[config.mk]
export PLATFORM = sky130hd
export DESIGN_NAME = ledi_status
export DESIGN_NICKNAME = d
export VERILOG_FILES = /design/src/common/ledi_pkg.sv /design/src/verilog/ledi_pin.sv /design/src/verilog/ledi_status.sv
export SDC_FILE = /design/constraint.sdc
export NUM_CORES = 1
export LEC_CHECK = 0
export BUFFER_PORTS_ARGS = -buffer_cell sky130_fd_sc_hd__buf_2
export CAP_MARGIN = 20
export CELL_PAD_IN_SITES_DETAIL_PLACEMENT = 0
export CELL_PAD_IN_SITES_GLOBAL_PLACEMENT = 1
export CORE_ASPECT_RATIO = 1.4
export CORE_MARGIN = 1.5
export CORE_UTILIZATION = 48
export CTS_BUF_LIST = sky130_fd_sc_hd__clkbuf_8
export DETAILED_ROUTE_END_ITERATION = 16
export GPL_TIMING_DRIVEN = 0
export PLACE_DENSITY = 0.88
export SYNTH_ARGS = -nofsm -noshare
export SYNTH_HDL_FRONTEND = slang
export SYNTH_SLANG_ARGS = --single-unit
[constraint.sdc]
create_clock -name clk -period 5.2 [get_ports clk]
set_input_delay 0.52 -clock clk [delete_from_list [all_inputs] [get_ports clk]]
set_output_delay 0.52 -clock clk [all_outputs]
set_load 0.01 [all_outputs]
[src/common/ledi_pkg.sv]
// Constants and types shared by the status indicator block
package ledi_pkg;

  // Clock and pacing of toggle and flash phases
  localparam int unsigned CLK_PERIOD_NS  = 10;        // 100 MHz device clock
  localparam int unsigned BLINK_HALF_MS  = 50;        // Length of one visible on or off phase
  localparam int unsigned BLINK_HALF_CYC =
    (BLINK_HALF_MS * 1000000) / CLK_PERIOD_NS;        // Longest time, rounded down
  localparam int unsigned DIV_W          = 32;        // Width of the free-running divider

  // Standard indicator pin bank layout
  localparam int unsigned STD_PINS = 7;               // Number of dual-purpose pins
  localparam int unsigned IDX_SPD0 = 0;               // Speed pair bit 0 (100 Mbps)
  localparam int unsigned IDX_SPD1 = 1;               // Speed pair bit 1 (10 Mbps)
  localparam int unsigned IDX_LNK  = 2;               // Link indicator
  localparam int unsigned IDX_DPX  = 3;               // Duplex indicator
  localparam int unsigned IDX_TX   = 4;               // Transmit activity
  localparam int unsigned IDX_RX   = 5;               // Receive activity
  localparam int unsigned IDX_COL  = 6;               // Collision indicator

  // Activity channel layout
  localparam int unsigned ACT_CH  = 3;                // Transmit, receive, collision
  localparam int unsigned ACH_TX  = 0;
  localparam int unsigned ACH_RX  = 1;
  localparam int unsigned ACH_COL = 2;

  // Advanced indicator bank layout, in resolved mode order
  localparam int unsigned ADV_PINS = 4;
  localparam int unsigned ADV_10H  = 0;
  localparam int unsigned ADV_10F  = 1;
  localparam int unsigned ADV_100H = 2;
  localparam int unsigned ADV_100F = 3;

  // Reset values
  localparam logic       RST_BIT   = 1'h0;            // Any single control bit
  localparam logic [6:0] RST_STD   = 7'h00;           // Standard bank vectors
  localparam logic [3:0] RST_ADV   = 4'h0;            // Advanced bank vector
  localparam logic [2:0] RST_ACT   = 3'h0;            // Activity channel vectors
  localparam logic [31:0] RST_DIV  = 32'h0000_0000;   // Divider count

  // Resolved link mode
  typedef enum logic [2:0] {
    MODE_NONE,
    MODE_10H,
    MODE_10F,
    MODE_100H,
    MODE_100F
  } ledi_mode_e;

endpackage : ledi_pkg

[src/verilog/ledi_pin.sv]
// One dual-purpose strap and indicator pin with latched polarity
`timescale 1ns/100ps
module ledi_pin
(
  // Clock and reset
  input  wire logic clk,
  input  wire logic nrst,
  // Pin side
  input  wire logic pin_in,
  output      logic pin_out,
  output      logic pin_oe,
  // Core side
  input  wire logic on_req,
  output      logic active_low
);
  import ledi_pkg::*;

  logic done_reg;        // Strap level has been captured
  logic low_reg;         // Captured polarity, 1 = active low
  logic out_reg;         // Driven pin level
  logic oe_reg;          // Driver enable
  logic out_next;        // Level for the current request

  // Polarity turns the on request into a pin level
  assign out_next   = on_req ^ low_reg;
  assign pin_out    = out_reg;
  assign pin_oe     = oe_reg;
  assign active_low = low_reg;

  // Strap capture at the first edge after reset release
  always_ff @(posedge clk)
  begin
    if (!nrst)
    begin
      done_reg <= RST_BIT;
      low_reg  <= RST_BIT;
    end
    else if (!done_reg)
    begin
      // Driver still off, so the pin shows its resistor level
      done_reg <= 1'h1;
      low_reg  <= pin_in;
    end
  end

  // Driver comes on one edge after capture, never during reset
  always_ff @(posedge clk)
  begin
    if (!nrst)
    begin
      out_reg <= RST_BIT;
      oe_reg  <= RST_BIT;
    end
    else
    begin
      oe_reg  <= done_reg;
      out_reg <= done_reg ? out_next : RST_BIT;
    end
  end

endmodule : ledi_pin

[src/verilog/ledi_status.sv]
// Status indicator driver with strap-configured pins
//
// Overview of operation
// - Pins capture strap level at reset release
// - Strap low makes the driver active high
// - Strap high makes the driver active low
// - Standard set shows link, duplex, speed pair
// - Activity outputs toggle, half-duplex collision toggles three, end off
// - Active-low standard set: on low, off high
// - Advanced set lights one output per mode
// - Half-duplex lit output flashes on any activity
// - Full-duplex lit output flashes on receive only
// - Advanced outputs are high when on
`timescale 1ns/100ps
module ledi_status
#(
  // Half period of toggle and flash, shortened in simulation
  parameter int unsigned BLINK_CYC = ledi_pkg::BLINK_HALF_CYC
)
(
  // Clock and reset
  input  wire logic                           clk,
  input  wire logic                           nrst,
  // Link status from the transceiver core
  input  wire logic                           link_up,
  input  wire logic                           speed_100,
  input  wire logic                           full_duplex,
  input  wire logic                           tx_active,
  input  wire logic                           rx_active,
  input  wire logic                           collision,
  // Indicator set selection strap
  input  wire logic                           adv_sel_strap,
  output      logic                           adv_sel,
  // Speed pair pins
  input  wire logic [1:0]                     speed_pair_in,
  output      logic [1:0]                     speed_pair_out,
  output      logic [1:0]                     speed_pair_oe,
  // Link pin
  input  wire logic                           link_ind_in,
  output      logic                           link_ind_out,
  output      logic                           link_ind_oe,
  // Duplex pin
  input  wire logic                           duplex_ind_in,
  output      logic                           duplex_ind_out,
  output      logic                           duplex_ind_oe,
  // Transmit activity pin
  input  wire logic                           tx_activity_in,
  output      logic                           tx_activity_out,
  output      logic                           tx_activity_oe,
  // Receive activity pin
  input  wire logic                           rx_activity_in,
  output      logic                           rx_activity_out,
  output      logic                           rx_activity_oe,
  // Collision pin
  input  wire logic                           collision_ind_in,
  output      logic                           collision_ind_out,
  output      logic                           collision_ind_oe,
  // Captured polarity of each standard pin, 1 = active low
  output      logic [ledi_pkg::STD_PINS-1:0]  std_active_low,
  // Advanced set outputs, always active high
  output      logic                           adv_ten_half_out,
  output      logic                           adv_ten_full_alt,
  output      logic                           adv_hundred_half_out,
  output      logic                           adv_hundred_full_out
);
  import ledi_pkg::*;

  // Structure in brief:
  //  - a strap and driver cell per standard pin keeps its own polarity
  //  - one divider sets the on and off phases shared by all outputs
  //  - activity is stretched to whole phases before it reaches a pin
  //  - the advanced bank is registered here, one edge after its inputs
  //  - link loss turns every standard output off at once
  // Steady indicators follow the status inputs by one edge. A toggling
  // output may lag the start of activity by up to two phases, since
  // the divider is never restarted for a new burst; that keeps all
  // blinking pins in step at the cost of a short delay.
  // Set selection and pin polarity only change through a reset.

  // Configuration capture
  logic                 cfg_done_reg;     // Selection strap captured
  logic                 adv_reg;          // 1 = advanced set in use

  // Free-running divider
  logic [DIV_W-1:0]     div_reg;          // Cycle count in this phase
  logic [DIV_W-1:0]     div_next;         // Next count
  logic                 tick;             // Phase boundary, one cycle
  logic                 phase_reg;        // Alternates each phase

  // Activity tracking per channel
  logic [ACT_CH-1:0]    act_raw;          // Activity seen this cycle
  logic [ACT_CH-1:0]    act_seen_reg;     // Activity since last tick
  logic [ACT_CH-1:0]    act_live_reg;     // Activity in last full phase
  logic [ACT_CH-1:0]    act_show;         // Channel shows its on phase
  logic                 col_half;         // Collision counted in half duplex

  // Resolved mode
  ledi_mode_e           mode;             // Current link mode
  logic                 adv_flash;        // Activity that flashes the lit output
  logic                 adv_dark;         // Lit output in its dark phase

  // Standard bank
  logic [STD_PINS-1:0]  std_on;           // Logical on state per pin
  logic [STD_PINS-1:0]  std_req;          // Request after set selection
  logic [STD_PINS-1:0]  pin_in_vec;       // Pin levels in bank order
  logic [STD_PINS-1:0]  pin_out_vec;      // Pin drive in bank order
  logic [STD_PINS-1:0]  pin_oe_vec;       // Pin enables in bank order

  // Advanced bank
  logic [ADV_PINS-1:0]  adv_lit;          // Output chosen by the mode
  logic [ADV_PINS-1:0]  adv_next;         // Output levels for next edge
  logic [ADV_PINS-1:0]  adv_out_reg;      // Registered output levels

  // Divider bound, cast once to the counter width
  localparam logic [DIV_W-1:0] DIV_LAST = DIV_W'(BLINK_CYC - 1);

  // Set selection strap is caught at the first edge after reset
  // Later strap changes are ignored until the next reset
  always_ff @(posedge clk)
  begin
    if (!nrst)
    begin
      cfg_done_reg <= RST_BIT;
      adv_reg      <= RST_BIT;
    end
    else if (!cfg_done_reg)
    begin
      cfg_done_reg <= 1'h1;
      adv_reg      <= adv_sel_strap;
    end
  end

  // Captured select is reported so a board check can confirm it
  assign adv_sel = adv_reg;

  // Divider wraps every phase so each on or off period is visible;
  // it counts 0 to BLINK_CYC-1, so one phase is BLINK_CYC edges
  assign tick     = (div_reg == DIV_LAST);
  assign div_next = tick ? RST_DIV : DIV_W'(div_reg + 1'h1);

  // Divider and phase flip-flop
  // Phase high is the visible on half of every toggle and flash
  always_ff @(posedge clk)
  begin
    if (!nrst)
    begin
      div_reg   <= RST_DIV;
      phase_reg <= RST_BIT;
    end
    else
    begin
      div_reg   <= div_next;
      phase_reg <= tick ? ~phase_reg : phase_reg;
    end
  end

  // Collisions only count in half duplex and hit all three channels
  // A collision report in full duplex has no meaning and is dropped
  assign col_half         = collision & ~full_duplex & link_up;
  assign act_raw[ACH_TX]  = (tx_active & link_up) | col_half;
  assign act_raw[ACH_RX]  = (rx_active & link_up) | col_half;
  assign act_raw[ACH_COL] = col_half;

  // Short bursts are stretched over a full phase, so a single frame
  // is still seen; activity arriving on the tick is kept, not lost
  // The live vector only moves on a tick, so no pin ever shows a
  // phase shorter than the divider allows, even for a one-cycle pulse
  always_ff @(posedge clk)
  begin
    if (!nrst)
    begin
      act_seen_reg <= RST_ACT;
      act_live_reg <= RST_ACT;
    end
    else if (tick)
    begin
      act_live_reg <= act_seen_reg | act_raw;
      act_seen_reg <= act_raw;
    end
    else
    begin
      act_seen_reg <= act_seen_reg | act_raw;
    end
  end

  // On phase only while live; once activity stops the output is off
  assign act_show = act_live_reg & {ACT_CH{phase_reg}};

  // Resolve the link mode from speed and duplex
  // Decoded once for the advanced bank; the standard bank decodes link_up, speed_100 and full_duplex itself
  always_comb
  begin
    if (!link_up)
      mode = MODE_NONE;
    else if (speed_100)
      mode = full_duplex ? MODE_100F : MODE_100H;
    else
      mode = full_duplex ? MODE_10F : MODE_10H;
  end

  // Standard set: steady indicators follow link, speed and duplex;
  // speed pair bit 0 is the 100 Mbps lamp and bit 1 the 10 Mbps lamp
  assign std_on[IDX_SPD0] = link_up & speed_100;
  assign std_on[IDX_SPD1] = link_up & ~speed_100;
  assign std_on[IDX_LNK]  = link_up;
  assign std_on[IDX_DPX]  = link_up & full_duplex;
  // Activity pins are also gated by link, so a phase still stretched
  // when the link drops cannot leave a pin blinking with no link
  assign std_on[IDX_TX]   = act_show[ACH_TX] & link_up;
  assign std_on[IDX_RX]   = act_show[ACH_RX] & link_up;
  assign std_on[IDX_COL]  = act_show[ACH_COL] & link_up;

  // In the advanced set the standard pins rest in their off level
  // A low request parks each pin at its own off level, whichever
  // polarity its strap chose
  assign std_req = adv_reg ? RST_STD : std_on;

  // Pin bank in the order the bank indices give
  // Pin levels only matter to the cells before their drivers come on
  assign pin_in_vec[IDX_SPD0] = speed_pair_in[0];
  assign pin_in_vec[IDX_SPD1] = speed_pair_in[1];
  assign pin_in_vec[IDX_LNK]  = link_ind_in;
  assign pin_in_vec[IDX_DPX]  = duplex_ind_in;
  assign pin_in_vec[IDX_TX]   = tx_activity_in;
  assign pin_in_vec[IDX_RX]   = rx_activity_in;
  assign pin_in_vec[IDX_COL]  = collision_ind_in;

  // One strap and driver cell per standard pin; an active-low pin
  // shows on as a low level and off as a high level
  // The cell register adds the one-edge latency of each standard pin
  genvar gi;
  generate
    for (gi = 0; gi < STD_PINS; gi = gi + 1)
    begin : g_pin
      ledi_pin u_pin
      (
        .clk        (clk),
        .nrst       (nrst),
        .pin_in     (pin_in_vec[gi]),
        .pin_out    (pin_out_vec[gi]),
        .pin_oe     (pin_oe_vec[gi]),
        .on_req     (std_req[gi]),
        .active_low (std_active_low[gi])
      );
    end
  endgenerate

  // Bank back to named pins
  // The speed pair is packed back as {10 Mbps, 100 Mbps}
  assign speed_pair_out    = {pin_out_vec[IDX_SPD1], pin_out_vec[IDX_SPD0]};
  assign speed_pair_oe     = {pin_oe_vec[IDX_SPD1], pin_oe_vec[IDX_SPD0]};
  assign link_ind_out      = pin_out_vec[IDX_LNK];
  assign link_ind_oe       = pin_oe_vec[IDX_LNK];
  assign duplex_ind_out    = pin_out_vec[IDX_DPX];
  assign duplex_ind_oe     = pin_oe_vec[IDX_DPX];
  assign tx_activity_out   = pin_out_vec[IDX_TX];
  assign tx_activity_oe    = pin_oe_vec[IDX_TX];
  assign rx_activity_out   = pin_out_vec[IDX_RX];
  assign rx_activity_oe    = pin_oe_vec[IDX_RX];
  assign collision_ind_out = pin_out_vec[IDX_COL];
  assign collision_ind_oe  = pin_oe_vec[IDX_COL];

  // Advanced set: exactly one output per resolved mode
  // No link resolves to no output, so all four rest off
  always_comb
  begin
    adv_lit = RST_ADV;
    case (mode)
      MODE_10H:  adv_lit[ADV_10H]  = 1'h1;
      MODE_10F:  adv_lit[ADV_10F]  = 1'h1;
      MODE_100H: adv_lit[ADV_100H] = 1'h1;
      MODE_100F: adv_lit[ADV_100F] = 1'h1;
      MODE_NONE: adv_lit = RST_ADV;
      default:   adv_lit = RST_ADV;
    endcase
  end

  // Half duplex flashes on either direction, full duplex on receive
  // only, so transmit alone leaves a full-duplex output steady
  assign adv_flash = full_duplex ? act_live_reg[ACH_RX]
                                 : (act_live_reg[ACH_RX] | act_live_reg[ACH_TX]);
  // Dark only while flashing and in the off phase; steady otherwise
  assign adv_dark  = adv_flash & ~phase_reg;

  // Outputs are off unless the advanced set is selected
  assign adv_next = (adv_reg & ~adv_dark) ? adv_lit : RST_ADV;

  // Advanced outputs registered; high means on, low means off
  // The register keeps decode glitches off the board lamps
  always_ff @(posedge clk)
  begin
    if (!nrst)
      adv_out_reg <= RST_ADV;
    else
      adv_out_reg <= adv_next;
  end

  assign adv_ten_half_out     = adv_out_reg[ADV_10H];
  assign adv_ten_full_alt     = adv_out_reg[ADV_10F];
  assign adv_hundred_half_out = adv_out_reg[ADV_100H];
  assign adv_hundred_full_out = adv_out_reg[ADV_100F];

endmodule : ledi_status
==> reports/results.tsv <==
stage	metric	value	unit
status	outcome	completed	
clock_network	cts_buffer_depth	2	
worst_setup_path	startpoint_type	register	
die	start_util	0.502	
die	die_w	67.3	um
timing	finClkSkew	0.00724	ns
worst_setup_path	worstPathArrival	2.64	ns
placement	numPlacedInstances	424	
layout	finalNonFillerCells	440	
synthesis	synth_nets	333	
drt	ant_nets	0	
global_route	grt_max_degree	11	
timing	slew-limit-headroom	0.599	
global_route	grt_first_pass_wirelength	10.1	mm
power_and_ir_drop	ir_drop	0.000143	V
layout	layout_common_cells	dfxtp_1 (60), buf_2 (41), nand2_1 (30), nor2_1 (30), a21oi_1 (17)	
clock_network	cts_tree	built	
timing	fmax	422	MHz
synthesis	synth_top_area_share	0.433	
layout	fill_cells	514	
power_and_ir_drop	design_power_total	904	uW
power_and_ir_drop	p_per_area	279	mW/mm^2
worst_setup_path	path_class	reg -> reg	
global_route	antenna_found_initial	0	
die	die_area	0.00625	mm^2
clock_network	clkLatencyLatePin	0.34	ns
clock_network	cts_setup_buffers	0	
synthesis	ys_seq_area_frac	0.433	
drt	viasPerCell	5.46	
timing	tightest_slew	0.598	ns
synthesis	avgSynthCellArea	8.81	um^2
die	die_y	93.0	um
timing	setup_tns	0	ns
layout	final_area	0.00323	mm^2
drt	wire_per_inst	13.7	um
worst_setup_path	cp_cell_sequence	ha_1 > clkbuf_1 > nand4_1 > or4_1 > clkbuf_1 > or3_1 > a21oi_1	
synthesis	ys_ff_latch	60	
synthesis	synth-edff-count	0	
layout	final_util	0.585	
placement	dp_hpwl	4.50	mm
clock_network	postCtsResizedCells	0	
placement	place.gp.congestion	0.816	
clock_network	cts.htree.levels	3	
synthesis	ys_async_sr_fraction	0	
synthesis	syn_area	0.00278	mm^2
synthesis	synth_ff_type	dfxtp_1	
placement	dpl-instance-area	0.00307	mm^2
drt	drtIter0Drc	116	
synthesis	yosysUniqueCellTypes	42	
drt	drc	0	
clock_network	cts_inserted_buffers	9	
synthesis	syn-instance-count	315	
layout	largest_reg_flops	32	
power_and_ir_drop	p_leak	1.24	nW
timing	period_needed	2.37	ns
worst_setup_path	crit_buf_inv	2	
min_path	min_path_cells	1	
timing	rsz0062_at_grt	no	
worst_setup_path	critPathRequiredTime	5.47	ns
timing	setup_viol	0	
timing	hold_viol	0	
drt	drtPass1Iterations	4	
worst_setup_path	cp_slowest_cell	or4_1	
worst_setup_path	cp-end-kind	register	
layout	final_common_cell	dfxtp_1	
synthesis	synth_area_leaders	dfxtp_1 (43%), mux2i_1 (4.3%), buf_4 (4.1%)	
clock_network	clock-sinks	60	
drt	vias	2403	
clock_network	holdBufCountCts	0	
worst_setup_path	crit_path_frequent_cell	clkbuf_1	
worst_setup_path	critPathMaxFanout	7	
flow_run	max_cap_viol_count	0	
min_path	min_path_type	in -> reg	
synthesis	ys_warn_count	0	
die	core.rowCount	32	
layout	antenna_cells	0	
die	coreArea	0.00553	mm^2
timing	finalMaxSlewViolations	0	
placement	port-buffer-count	41	
worst_setup_path	critical_path.max_stage_delay	0.52	ns
global_route	overflow	0	
layout	area_growth	16.5	%
global_route	grt_pass1_vias	2198	
die	boundaryPins	42	
layout	drive_gt1_frac	0.223	
timing	finalCritPeriodShare	0.456	
worst_setup_path	critical_path_depth	7	
synthesis	yosysTopAreaCell	dfxtp_1	
clock_network	cts_root_buf	clkbuf_8	
worst_setup_path	cp_top_family	simple AND/OR/NAND/NOR gates	
worst_setup_path	r2r_cells	7	
layout	nNetsFinal	385	
drt	routed_wl	6.04	mm
global_route	track_usage	0.212	
clock_network	path_clk_slew	0.07	ns
[layout make-up]
type                            count  area, um^2  area share
Timing Repair Buffer               41         205      0.0634
Sequential cell                    60        1200       0.371
Inverter                            7        26.3     0.00812
Clock buffer                       10         138      0.0426
Buffer                             27         183      0.0565
Tap cell                           68        85.1      0.0263
Multi-Input combinational cell    221        1370       0.422
Clock inverter                      6        31.3     0.00967
[layer usage]
layer / up-vias / global-route usage / part of all wire
li1: 1219 / - / -
met5: - / 0 / 0
met4: 0 / 0.102 / 0.028
met3: 19 / 0.0474 / 0.054
met1: 1099 / 0.235 / 0.40
met2: 66 / 0.371 / 0.51
[through the flow]
step                      hold slack (ns)  worst slack (ns)
after floorplan                     0.433              3.15
after global placement              0.441              2.84
after detailed placement            0.449              2.81
after CTS                           0.292              2.79
after global routing                0.301              2.51
final                               0.299              2.83
[cells by family (layout without fill, tap and decap cells)]
kind of cell,Yosys count,after routing,share of synthesized area
buffers and inverters,34,91,0.0753
AOI/OAI and AO/OA,46,46,0.0965
muxes,12,12,0.0433
DFF,60,60,0.433
adders and majority gates,2,2,0.00902
and+or+nand+nor,143,143,0.286
xor gates and xnor gates,18,18,0.0568
[where the power goes]
part / internal [mW] / switching, mW / total (mW)
clock: 0.180 / 0.180 / 0.360
combinational: 0.0316 / 0.0332 / 0.0649
sequential: 0.470 / 0.00835 / 0.479
[synth_stat cells, types with 2 or more instances]
| master | instances |
|---|---|
| dfxtp_1 | 60 |
| nand2_1 | 30 |
| nor2_1 | 30 |
| a21oi_1 | 17 |
| buf_4 | 15 |
| or4_1 | 15 |
| nand3_1 | 13 |
| nand4_1 | 13 |
| o21ai_0 | 13 |
| o31ai_1 | 13 |
| mux2i_1 | 12 |
| xor2_1 | 11 |
| clkbuf_1 | 9 |
| xnor2_1 | 7 |
| inv_1 | 6 |
| nor4_1 | 5 |
| or3_1 | 4 |
| and3_1 | 3 |
| and4_1 | 3 |
| nand2b_1 | 3 |
| nor3_1 | 3 |
| nor3b_1 | 3 |
| nor4b_1 | 3 |
| and2_1 | 2 |
| and3_2 | 2 |
| buf_6 | 2 |
| ha_1 | 2 |
| nor2b_1 | 2 |
[final timing paths]
path / startpoint / to / slack [ns]
min: nrst / g_pin[3].u_pin.done_reg$_DFF_P_ / 0.30
min reg2reg: act_seen_reg[1]$_SDFF_PN0_ / act_seen_reg[1]$_SDFF_PN0_ / 0.46
max: div_reg[0]$_SDFF_PP0_ / div_reg[26]$_SDFF_PP0_ / 2.83
max reg2reg: div_reg[0]$_SDFF_PP0_ / div_reg[26]$_SDFF_PP0_ / 2.83
No activity file was read; power rests on OpenSTA's default activity.
